**config.mk**
```make
export PLATFORM = sky130hd
export DESIGN_NAME = kse_keypad_encoder
export DESIGN_NICKNAME = d
export VERILOG_FILES = /design/src/core/kse_sync.v /design/src/core/kse_keypad_encoder.v
export VERILOG_INCLUDE_DIRS = /design/src /design/src/core
export SDC_FILE = /design/constraint.sdc
export NUM_CORES = 1
export LEC_CHECK = 0
export ABC_AREA = 1
export BUFFER_PORTS_ARGS = -buffer_cell sky130_fd_sc_hd__buf_2
export CAP_MARGIN = 5
export CORE_ASPECT_RATIO = 1.25
export CORE_MARGIN = 4
export CORE_UTILIZATION = 41
export CTS_BUF_LIST = sky130_fd_sc_hd__clkbuf_4
export CTS_CLUSTER_SIZE = 24
export DETAILED_ROUTE_END_ITERATION = 12
export SYNTH_ARGS = -nofsm -noshare
export SYNTH_HDL_FRONTEND = slang
export SYNTH_SLANG_ARGS = --single-unit
```
**constraint.sdc**
```tcl
create_clock -name clk -period 2.2 [get_ports clk]
set_input_delay 0.44 -clock clk [delete_from_list [all_inputs] [get_ports clk]]
set_output_delay 0.44 -clock clk [all_outputs]
set_load 0.1 [all_outputs]
```
**src/core/kse_defines.vh**
```
// constants for the keypad scan encoder
`ifndef KSE_DEFINES_VH
`define KSE_DEFINES_VH
`define KSE_CLK_HZ 200000000
`define KSE_SCAN_HZ 800
`define KSE_TICK_CYC (`KSE_CLK_HZ / `KSE_SCAN_HZ)
`define KSE_ROWS 4
`define KSE_COLS 4
`define KSE_STEP_KEY 5'h10
`define KSE_NO_KEY 5'h1f
`define KSE_RESET_CODE 4'h0
`define KSE_MUTE_PRE_TICKS 8'h50
`define KSE_MUTE_LEN_TICKS 8'hf0
`define KSE_PWR_MUTE_TICKS 8'hf0
`endif

```
**src/core/kse_sync.v**
```verilog
// two-flop synchroniser for pin inputs
`default_nettype none
module kse_sync #(
  parameter W = 6
) (
  input wire clk,
  input wire rst,
  input wire ce,
  input wire [W-1:0] d,
  output reg [W-1:0] q
);
  reg [W-1:0] meta_q;
  always @(posedge clk) begin
    if (rst) begin
      meta_q <= {W{1'b1}};
      q <= {W{1'b1}};
    end else if (ce) begin
      meta_q <= d;
      q <= meta_q;
    end
  end
endmodule // kse_sync
`default_nettype wire

```
**src/core/kse_keypad_encoder.v**
```verilog
// keypad scan encoder: row scan, debounce, interlock, code latch and mute
`include "kse_defines.vh"
`default_nettype none
module kse_keypad_encoder #(
  parameter TICK_CYC = `KSE_TICK_CYC,
  parameter [7:0] MUTE_PRE = `KSE_MUTE_PRE_TICKS,
  parameter [7:0] MUTE_LEN = `KSE_MUTE_LEN_TICKS,
  parameter [7:0] PWR_MUTE = `KSE_PWR_MUTE_TICKS
) (
  input wire clk,
  input wire rst,
  input wire ce,
  input wire [3:0] col_n,
  input wire step_n,
  input wire lock_n,
  output reg [3:0] row_oe,
  output wire [3:0] row_o,
  output reg code_bit0,
  output reg code_bit1,
  output reg code_bit2,
  output reg code_bit3,
  output reg mute
);
  // open-drain rows: output value always low, enable selects the row
  assign row_o = 4'h0;

  wire [5:0] pins_s;
  kse_sync #(.W(6)) u_sync (
    .clk(clk),
    .rst(rst),
    .ce(ce),
    .d({lock_n, step_n, col_n}),
    .q(pins_s)
  );
  wire [3:0] col_s = pins_s[3:0];
  wire step_s = pins_s[4];
  wire lock_s = pins_s[5];

  function [3:0] bit_count;
    input [3:0] v;
    begin
      bit_count = {3'h0, v[0]} + {3'h0, v[1]} + {3'h0, v[2]} + {3'h0, v[3]};
    end
  endfunction

  // scan tick divider, the only time base
  reg [31:0] div_q;
  wire tick = (div_q == TICK_CYC - 1);
  always @(posedge clk) begin
    if (rst) div_q <= 32'h0;
    else if (ce) div_q <= tick ? 32'h0 : div_q + 32'h1;
  end

  // slot 0..3 rows, slot 4 samples step input
  reg [2:0] slot_q;
  reg [3:0] hold_q;
  reg multi_q;
  reg [4:0] found_q;
  reg [4:0] pend_q;
  reg [4:0] key_q;
  reg [3:0] sel_q;
  reg [3:0] new_q;
  reg [7:0] mcnt_q;
  reg [1:0] mst_q;
  localparam [1:0] M_IDLE = 2'h0;
  localparam [1:0] M_PRE = 2'h1;
  localparam [1:0] M_POST = 2'h2;
  localparam [1:0] M_PWR = 2'h3;

  always @(posedge clk) begin
    if (rst) begin
      row_oe <= 4'h0;
    end else if (ce) begin
      row_oe <= (slot_q < 3'h4) ? (4'h1 << slot_q[1:0]) : 4'h0;
    end
  end

  wire [3:0] col_hit = ~col_s;
  wire slot_end = tick;
  wire busy = (mst_q != M_IDLE);
  // step is a level key in slot 4, so a held step repeats after each mute
  wire step_hit = hold_q[0] & ~step_s;
  wire [4:0] cand = step_hit ? `KSE_STEP_KEY : found_q;

  always @(posedge clk) begin
    if (rst) begin
      slot_q <= 3'h0;
      hold_q <= 4'hf;
      multi_q <= 1'b0;
      found_q <= `KSE_NO_KEY;
      pend_q <= `KSE_NO_KEY;
      key_q <= `KSE_NO_KEY;
    end else if (ce) begin
      key_q <= `KSE_NO_KEY;
      // column must stay low for the whole row pulse
      // first three clocks of a slot still show the previous row (oe flop plus sync)
      if (slot_end) hold_q <= 4'hf;
      else if (div_q > 32'h2) hold_q <= hold_q & ((slot_q < 3'h4) ? col_hit : {3'h0, ~step_s});
      if (slot_end) begin
        if (slot_q < 3'h4) begin
          if (bit_count(hold_q & col_hit) > 4'h1) begin
            multi_q <= 1'b1;
          end else if (bit_count(hold_q & col_hit) == 4'h1) begin
            if (found_q != `KSE_NO_KEY) multi_q <= 1'b1;
            else found_q <= {1'b0, slot_q[1:0],
              (hold_q[2] & col_hit[2]) | (hold_q[3] & col_hit[3]),
              (hold_q[1] & col_hit[1]) | (hold_q[3] & col_hit[3])};
          end
          slot_q <= slot_q + 3'h1;
        end else begin
          // scan cycle end: confirm against pending
          slot_q <= 3'h0;
          found_q <= `KSE_NO_KEY;
          multi_q <= 1'b0;
          if (multi_q || busy || (step_hit && found_q != `KSE_NO_KEY)) begin
            pend_q <= `KSE_NO_KEY;
          end else if (cand != `KSE_NO_KEY && cand == pend_q) begin
            key_q <= cand;
            pend_q <= `KSE_NO_KEY;
          end else begin
            pend_q <= cand;
          end
        end
      end
    end
  end

  // mute sequencer and code latch
  always @(posedge clk) begin
    if (rst) begin
      mst_q <= M_PWR;
      mcnt_q <= PWR_MUTE;
      sel_q <= `KSE_RESET_CODE;
      new_q <= `KSE_RESET_CODE;
      mute <= 1'b1;
      {code_bit3, code_bit2, code_bit1, code_bit0} <= `KSE_RESET_CODE;
    end else if (ce) begin
      case (mst_q)
        M_IDLE: begin
          mute <= 1'b0;
          if (key_q != `KSE_NO_KEY && lock_s) begin
            new_q <= (key_q == `KSE_STEP_KEY) ? sel_q + 4'h1 : key_q[3:0];
            mst_q <= M_PRE;
            mcnt_q <= MUTE_PRE;
            mute <= 1'b1;
          end
        end
        M_PRE: begin
          if (tick) begin
            if (mcnt_q == 8'h0) begin
              sel_q <= new_q;
              {code_bit3, code_bit2, code_bit1, code_bit0} <= new_q;
              mst_q <= M_POST;
              mcnt_q <= MUTE_LEN;
            end else mcnt_q <= mcnt_q - 8'h1;
          end
        end
        M_POST, M_PWR: begin
          if (tick) begin
            if (mcnt_q == 8'h0) begin
              mst_q <= M_IDLE;
              mute <= 1'b0;
            end else mcnt_q <= mcnt_q - 8'h1;
          end
        end
        default: mst_q <= M_IDLE;
      endcase
    end
  end
endmodule // kse_keypad_encoder
`default_nettype wire

```
==> metrics, run 1 <==
Simple-Gate Fraction of Synth Area=between 40% and 50%; post-synth cell types=38; TritonCTS clock tree=done; initial antenna violation count=0; Setup crit start=hold_q[0]; reg-to-reg critical path endpoint=found_q[2]; pwr/cell area=approximately 490 nW/um^2; Max VDD drop=approximately 0.20 mV; Wirelength per Cell=approximately 13 microns; root buf cell=clkbuf_4; HP Class=in -> reg; r2r setup slk=~0.0027 ns; Syn Area/Cell=between 6 and 7 sq um; Core Box Area=between 10000 and 15000 sq um; Worst setup EP type=flop; DP Wirelength=between 9000 and 10000 microns; Num CTS Buffers=9; Sw Pwr=0.776 mW; num rows=45; complex-gate fraction of the synthesized area=a little under 8%; drt first-iter violations=around 240; area of placed instances=about 5400 sq um; drt first pass iters=6; CTS sink count=90; share of layout cells above drive strength 1=14.0%; area delta synth->final=9.70%; Syn Inst Count=791; vias per cell=approximately 5; hold depth=3; Yosys reg bits=90; final hold vios=0; All-Layer GR Usage=between 15 and 20%; fin crit share=between 90% and 100%; Hold WS=0.200 ns; final net count=approximately 840; ANT nets after route=0; worst-margin pin slew=between 0.5 and 0.6 ns; Crit Reg-Reg Startpoint=hold_q[0]; Routability Congestion=0.880; status=finished, final reports clean; pin count of the biggest net entering global routing=29; initial core utilization=roughly two fifths; post-synthesis mux area share=0%; Hold Crit Start=col_n[1]; worst skew pair latency=between 0.4 and 0.5 ns; Residual DRC=0; Reg clk slew, reported paths=about 0.14 ns; Die Area=~14000 sq um; adder-cell share of the synthesized area=about 3.3%; FFs w/ async S/R, synth=0%; yosys warns=0; register area share after synthesis=35.3%; Leakage Power=about 2.7 nW; Clock Skews=between 0.008 and 0.009 ns; startpoint types=flop; first-pass GRT wire length=between 20000 and 25000 microns; fin cells=985; # fillers=1288; total I/O pin count=22; FF/Latch Area=about 1800 sq um; Data required, critical path=2.60 ns; Clock power frac=between 20% and 30%; R2R cell count=12; Max-Cap Viols=0; Int Pwr=1.99 mW; Max Slew Vio Count=0; Tmin final=2.20 ns; Arr. time, crit path=around 2.6 ns; crit-path max FO=3; combinational share of power=approximately a tenth; vias in the first global route=4693; diodes inserted=0; Multi-input gate area=2850 sq um; normalized max-slew margin=a little over three fifths; Die Wd=roughly 110 microns; main combinational cell family by area after synthesis=simple AND/OR/NAND/NOR gates; number of synthesized flops with an enable pin=0; dpl cells=approximately 970; clk buf depth=2; Synth Area in XOR/XNOR=under 10%; CP Class=reg -> reg; IO Port Bufs=17; total grt overflow=0; RSZ-0062 raised after global routing=yes; hold path endpoint=u_sync.meta_q[1]; Sw Ratio=around 28%; sequential share of power=60.4%; predominant post-synthesis flop cell=dfxtp_1; H-Tree Depth=3; design area=about 5600 sq um; vias=roughly 4900; Mapped Area=approximately 5000 sq um; FMAX=455 MHz; Die Ht=~130 microns; setup TNS=0 ns; final wirelength=about 12000 microns; final setup violation count=0
## critical path, cell delays in order, from the launching register on
cell     delay, ns
dfxtp_2       0.35
inv_2         0.06
nor2_2        0.04
fa_1          0.54
ha_2          0.19
inv_2         0.05
ha_4          0.21
nor3b_4       0.18
buf_4         0.15
nand3_2       0.10
nor2_4        0.16
nand2_1       0.06
nand3_1       0.07
## metrics by stage
| stage | utilization [%] | power (mW) | setup WS [ns] |
|---|---|---|---|
| floorplan | - | 1.90 | 0.00685 |
| global route | 46.1 | 2.90 | -0.138 |
| global placement | 44.4 | 1.96 | -0.0321 |
| CTS | 45.7 | 2.79 | -0.0586 |
| finish | 46.1 | 2.77 | 0.00270 |
| detailed placement | 44.4 | 1.96 | -0.130 |
## logic make-up after synthesis
| logic type | after synthesis |
|---|---|
| adder cells (fa/ha/maj) | 13 |
| AO/OA/AOI/OAI | 76 |
| flip-flops | 90 |
| AND/OR/NAND/NOR | 463 |
| other | 1 |
| buffers and inverters | 133 |
| XOR/XNOR | 15 |
## cells in the mapped netlist (all sizes together), types with 3 or more instances
cell	n	area, sq um
inv	109	409
nor3	27	168
ha	12	150
o21ai	38	194
buf	12	82.6
a21oi	31	155
nand2	231	925
nor4	3	18.8
nor2	118	502
xor2	13	114
dfxtp	90	1800
clkbuf	11	41.3
nand3	64	320
nand4	16	100
nor3b	3	22.5
## routing by layer
metal / part of all wire [%] / track usage [%] / wire (microns) / vias to the layer above
met2: 51 / 32.3 / 6300 / 96
met3: 3.9 / 2.78 / 485 / 17
li1: - / - / - / 2531
met1: 43 / 21.3 / 5360 / 2211
met5: 0 / 0 / 0 / -
met4: 1.7 / 5.47 / 206 / 0
## repair_timing
| item | CTS | global route |
|---|---|---|
| hold buffers | 0 | 0 |
| resized for setup | 11 | 13 |
| buffers inserted | 3 | 0 |
| pin swaps | 14 | 15 |
| gates cloned | 0 | 0 |
| endpoints found under the setup margin | 5 | 6 |
## worst max-delay path by stage
stage	end	slack (ns)	cells past startpoint
global placement	found_q[1]	-0.03	12
detailed placement	found_q[0]	-0.13	12
floorplan	found_q[1]	0.007	12
CTS	found_q[0]	-0.06	13
global route	found_q[0]	-0.14	13
finish	found_q[2]	0.003	12
## cells in the final DEF (no fill, tap or decap), types with 17 or more instances in the layout
cell,count
nor2_1,104
o21ai_0,35
nand3_1,63
dfxtp_1,87
nand2_1,209
nand2_2,20
nor3_1,23
a21oi_1,30
inv_1,94
buf_2,17
## power groups by stage
stage | Clock, mW | Combinational, mW | Sequential, mW
floorplan | 0 | 0.181 | 1.72
global placement | 0 | 0.253 | 1.71
detailed placement | 0 | 0.258 | 1.71
CTS | 0.839 | 0.277 | 1.67
global route | 0.893 | 0.324 | 1.68
finish | 0.802 | 0.293 | 1.67
## final cells by class
class | instances | area share [%]
tap | 164 | 3.66
multi-input combinational | 571 | 50.9
inverter | 110 | 7.37
clock buffer | 10 | 1.34
clock inverter | 6 | 0.603
sequential | 90 | 32.2
timing repair buffer | 34 | 3.86
## registers in the layout (all words and copies together) (netlist names), 5 cells and up
name and flops:
div_q 32, key_q 5, mcnt_q 8, u_sync.meta_q 6, found_q 5, u_sync.q 6
pend_q 5
(Power assumes the default switching activity.)
==> run 2: changes to the inputs <==
--- a/config.mk
+++ b/config.mk
@@ -12,7 +12,7 @@
 export CORE_ASPECT_RATIO = 1.25
 export CORE_MARGIN = 4
 export CORE_UTILIZATION = 41
-export CTS_BUF_LIST = sky130_fd_sc_hd__clkbuf_4
+export CTS_BUF_LIST = sky130_fd_sc_hd__clkbuf_8 sky130_fd_sc_hd__clkbuf_16
 export CTS_CLUSTER_SIZE = 24
 export DETAILED_ROUTE_END_ITERATION = 12
 export SYNTH_ARGS = -nofsm -noshare
==> run 2 against run 1 <==
  * The flow now finishes with violations (negative setup slack)
  * Non-clock buffer count is 1 higher
  * Critical path depth stayed put
  * Sequential share of layout area is 1.0 points lower
  * Critical endpoint is now found_q[0]
  * Highest routed layer unchanged
==> metrics, run 2 (synthesized netlist as in run 1, its figures left out) <==
Max VDD drop=0.301 mV; normalized max-slew margin=63.3%; diodes inserted=0; Die Wd=108 microns; first-pass GRT wire length=approximately 21000 microns; Setup crit start=hold_q[0]; r2r setup slk=-0.006 ns; reg-to-reg critical path endpoint=found_q[0]; most common cell after layout, fill and taps aside=nand2_1; Wirelength per Cell=12.6 microns; num rows=between 40 and 50; worst skew pair latency=~0.34 ns; FMAX=about 450 MHz; final setup violation count=3; design area=5780 sq um; startpoint types=flop; H-Tree Depth=3; largest reg by FF count=div_q; max FFs per register=32; Clock Skews=between 0.004 and 0.005 ns; Final Worst Setup Slack=-0.00581 ns; final net count=between 800 and 900; Tmin final=2.21 ns; R2R cell count=12; HP Class=in -> reg; CP Class=reg -> reg; drt first-iter violations=between 200 and 250; Max Slew Vio Count=0; fin crit share=100%; violated checks=negative setup slack; pwr/cell area=slightly below 600 nW/um^2; CP endpoint=found_q[0]; initial core utilization=between 40% and 50%; All-Layer GR Usage=roughly 18%; Multi-input gate area=between 2000 and 3000 sq um; Num CTS Buffers=9; initial antenna violation count=0; Reg clk slew, reported paths=0.06 ns; Die Ht=133 microns; RSZ-0062 raised after global routing=yes; Hold Crit Start=col_n[1]; # fillers=1264; vias in the first global route=4681; most frequent cells in the layout=209 x nand2_1, 104 x nor2_1, 95 x inv_1; CTS sink count=90; pin count of the biggest net entering global routing=29; total I/O pin count=22; Max-Cap Viols=0; wire length on met3=413 microns; ANT nets after route=0; clk buf depth=2; share of layout cells above drive strength 1=14.2%; final wirelength=12400 microns; FF/Latch Area=1810 sq um; status=finished with violations; crit-path max FO=6; Layout Utilization=47.6%; Leakage Power=between 2 and 3 nW; Routability Congestion=0.880; largest registers=div_q (32), mcnt_q (8); Data required, critical path=between 2 and 2.5 ns; total grt overflow=0; DR top layer=met4; setup TNS=-0.0118 ns; IO Port Bufs=17; vias=4860; area of placed instances=~5400 sq um; Residual DRC=0; met2 routed WL=6360 microns; drt first pass iters=5; wire length on met1=between 5000 and 6000 microns; final hold vios=0; DP Wirelength=approximately 9400 microns; Core Box Area=12200 sq um; # hold bufs at CTS=0; vias per cell=4.93; Crit Reg-Reg Startpoint=hold_q[0]; TritonCTS clock tree=done; worst-margin pin slew=~0.54 ns; hold depth=3; Die Area=between 10000 and 15000 sq um; root buf cell=clkbuf_16; Worst setup EP type=flop; Arr. time, crit path=approximately 2.4 ns; area delta synth->final=13.3%; pre-CTS setup slack=-0.130 ns
-- run 2: where the power goes --
part | leakage [nW] | switching, mW | internal [mW] | total, mW
registers | 0.729 | 0.0171 | 1.66 | 1.67
logic | 1.87 | 0.193 | 0.101 | 0.294
clock network | 0.143 | 0.626 | 0.821 | 1.45
total | 2.75 | 0.836 | 2.58 | 3.41
-- run 2: layout make-up --
class / instances / area share [%]
Clock buffer: 11 / 4.37
Clock inverter: 5 / 0.519
Inverter: 110 / 7.14
Multi-Input combinational cell: 571 / 49.3
Sequential cell: 90 / 31.2
Tap cell: 164 / 3.55
Timing Repair Buffer: 35 / 3.87
-- run 2: worst max-delay path: stages, from the launching register on --
cell	delay [ns]
dfxtp_2	0.32
inv_2	0.06
nor2_2	0.04
fa_1	0.55
ha_2	0.20
inv_2	0.05
ha_4	0.21
nor3b_4	0.18
a21oi_1	0.08
nor2_1	0.13
nand2_2	0.11
nand2_1	0.08
o211ai_1	0.07
-- run 2: timing repair --
action	in CTS	in global routing
setup endpoints to repair	4	6
pin swaps	7	10
gates resized for setup	15	9
buffers inserted	3	1
-- run 2: per-layer routing --
metal / global-route usage [%] / up-vias
li1: - / 2537
met1: 21.2 / 2211
met2: 32.6 / 95
met3: 2.05 / 17
met4: 6.67 / 0
met5: 0 / -
-- run 2: stage by stage --
stage	cells	hold WS [ns]	total power, mW
5_1_grt	986	0.317	3.54
2_1_floorplan	794	0.418	1.90
4_1_cts	985	0.301	3.44
3_3_place_gp	966	0.430	1.96
6_report	986	0.312	3.41
3_5_place_dp	966	0.441	1.96
-- run 2: worst min path at each step --
stage | to | slack, ns
CTS | u_sync.meta_q[1] | 0.30
global placement | hold_q[0] | 0.43
detailed placement | hold_q[0] | 0.44
finish | u_sync.meta_q[1] | 0.31
global route | u_sync.meta_q[1] | 0.32
floorplan | hold_q[0] | 0.42
==> run 3: changes to the inputs <==
==> constraint.sdc (replaced) <==
create_clock -name clk -period 2 [get_ports clk]
set_input_delay 0.4 -clock clk [delete_from_list [all_inputs] [get_ports clk]]
set_output_delay 0.4 -clock clk [all_outputs]
set_load 0.1 [all_outputs]
==> run 3 against run 2 <==
  * The run still ends with negative setup slack left
  * Non-clock buffer count is 19 higher
  * Total power is 14% higher
  * Fmax grew 0.54%
  * Clock-buffer cell count decreased by 1
  * Flip-flop and latch count unchanged
  * Via count increased by 2.0%
  * Clock skew rose by 0.0050 ns
  * Combinational power up 21%
==> metrics, run 3 (synthesized netlist as in run 1, its figures left out) <==
status=finished with violations; violated checks=negative setup slack; fin crit share=110%; Max-Cap Viols=0; # hold bufs at CTS=0; Core Box Area=roughly 12000 sq um; diodes inserted=0; worst-margin pin slew=0.586 ns; Tmin final=about 2.2 ns; most frequent cells in the layout=209 x nand2_1, 100 x nor2_1, 94 x inv_1; clk buf depth=2; pin count of the biggest net entering global routing=28; final net count=between 800 and 900; GR met1 Demand/Resource=between 20% and 30%; area delta synth->final=17.3%; most common cell after layout, fill and taps aside=nand2_1; Max Slew Vio Count=0; pre-CTS setup slack=-0.280 ns; All-Layer GR Usage=approximately a fifth; Tot Pwr=just under 4 mW; startpoint types=flop; vias per cell=4.93; Leakage Power=2.85 nW; Sw Pwr=0.946 mW; Die Wd=~110 microns; IO Port Bufs=17; worst skew pair latency=0.34 ns; share of layout cells above drive strength 1=~17%; DP Wirelength=between 9000 and 10000 microns; Most Frequent Cell on Critical Path=inv_2; FMAX=roughly 460 MHz; largest reg by FF count=div_q; Data required, critical path=2.22 ns; normalized max-slew margin=between 60% and 70%; ANT nets after route=0; CTS sink count=90; Layout Utilization=between 40% and 50%; Die Ht=~130 microns; final setup violation count=6; Slowest cell on crit path=fa_1; CP Cell Sequence=inv_2, nand2_2, inv_2, fa_1, ha_2, inv_2, ha_4, nor3b_2, a21oi_1, nor2_1, nand2_2, nand2_1, o211ai_1; vias=a little under 5000; combinational share of power=about 9.1%; Reg clk slew, reported paths=0.07 ns; total grt overflow=0; initial antenna violation count=0; max FFs per register=32; CP Class=reg -> reg; Die Area=approximately 14000 sq um; vias in the first global route=4855; Final Worst Setup Slack=-0.194 ns; TritonCTS clock tree=done; Worst setup EP type=flop; sequential share of power=47.3%; Num CTS Buffers=9; met2 Use GR=about a third; crit-path max FO=6; final wirelength=about 13000 microns; Sw Ratio=about a quarter; final hold vios=0; H-Tree Depth=3; initial core utilization=about two fifths; met3 global-route usage=around 3.5%; Residual DRC=0; drt first pass iters=5; Clock Skews=roughly 0.01 ns; RSZ-0062 raised after global routing=yes; root buf cell=clkbuf_16; Routability Congestion=0.886; num rows=45; total I/O pin count=22; first-pass GRT wire length=approximately 22000 microns; Max VDD drop=~0.34 mV; HP Class=in -> reg; Int Pwr=~2.9 mW; Wirelength per Cell=~13 microns; max incr delay on CP=about 0.48 ns; # fillers=about 1300; pwr/cell area=~650 nW/um^2; Clock power frac=43.6%; grt peak-use layer=met2; largest registers=div_q (32), mcnt_q (8); Arr. time, crit path=2.42 ns; drt first-iter violations=between 200 and 250
## run 3: routing by layer
metal	up-vias	share of wire, %
met2	77	51
met5	-	0
met4	0	2.4
met3	27	2.6
li1	2578	-
met1	2276	44
## run 3: area by class of cell
| class | instances | area [sq um] | share of cell area [%] |
|---|---|---|---|
| multi-input combinational | 572 | 2890 | 48.3 |
| sequential | 90 | 1810 | 30.2 |
| inverter | 110 | 413 | 6.90 |
| timing repair buffer | 54 | 375 | 6.27 |
| clock buffer | 10 | 239 | 3.99 |
| tap | 164 | 205 | 3.43 |
| clock inverter | 5 | 55.1 | 0.920 |
## run 3: final timing paths
| path | from | to | slack (ns) | cells past startpoint |
|---|---|---|---|---|
| setup / recovery | u_sync.q[1] | found_q[1] | -0.19 | 13 |
| hold / removal | col_n[1] | u_sync.meta_q[1] | 0.28 | 3 |
| setup reg to reg | u_sync.q[1] | found_q[1] | -0.19 | 13 |
| hold reg to reg | multi_q | multi_q | 0.46 | 2 |
## run 3: critical path: cells and delay by family, from the launching register on
| kind | cells | cell delay [ns] |
|---|---|---|
| simple gates | 5 | 0.58 |
| buf+inv | 3 | 0.12 |
| flops | 1 | 0.33 |
| fa+ha+maj | 3 | 0.87 |
| compound gates | 2 | 0.16 |
## run 3: timing repair
action                                 4_1_cts  5_1_grt
gates cloned                                 0        1
buffers inserted                            14        4
pin swaps                                   11       14
setup endpoints to repair                    6       35
endpoints found under the hold margin        0        0
gates resized for setup                     17       16
## run 3: power groups by stage
stage,Sequential (mW),Clock [mW],Combinational [mW]
floorplan,1.89,0,0.201
global placement,1.88,0,0.299
detailed placement,1.88,0,0.303
CTS,1.84,1.73,0.351
global route,1.84,1.82,0.390
finish,1.84,1.69,0.355
## run 3: through the flow
step	TNS [ns]	cell area, sq um	cells	hold slack (ns)
6_report	-0.894	5990	1005	0.275
5_1_grt	-1.51	5990	1005	0.281
4_1_cts	-0.907	5930	1003	0.274
3_5_place_dp	-1.42	5470	974	0.446
3_3_place_gp	-1.10	5470	974	0.440
2_1_floorplan	-0.731	5130	794	0.423
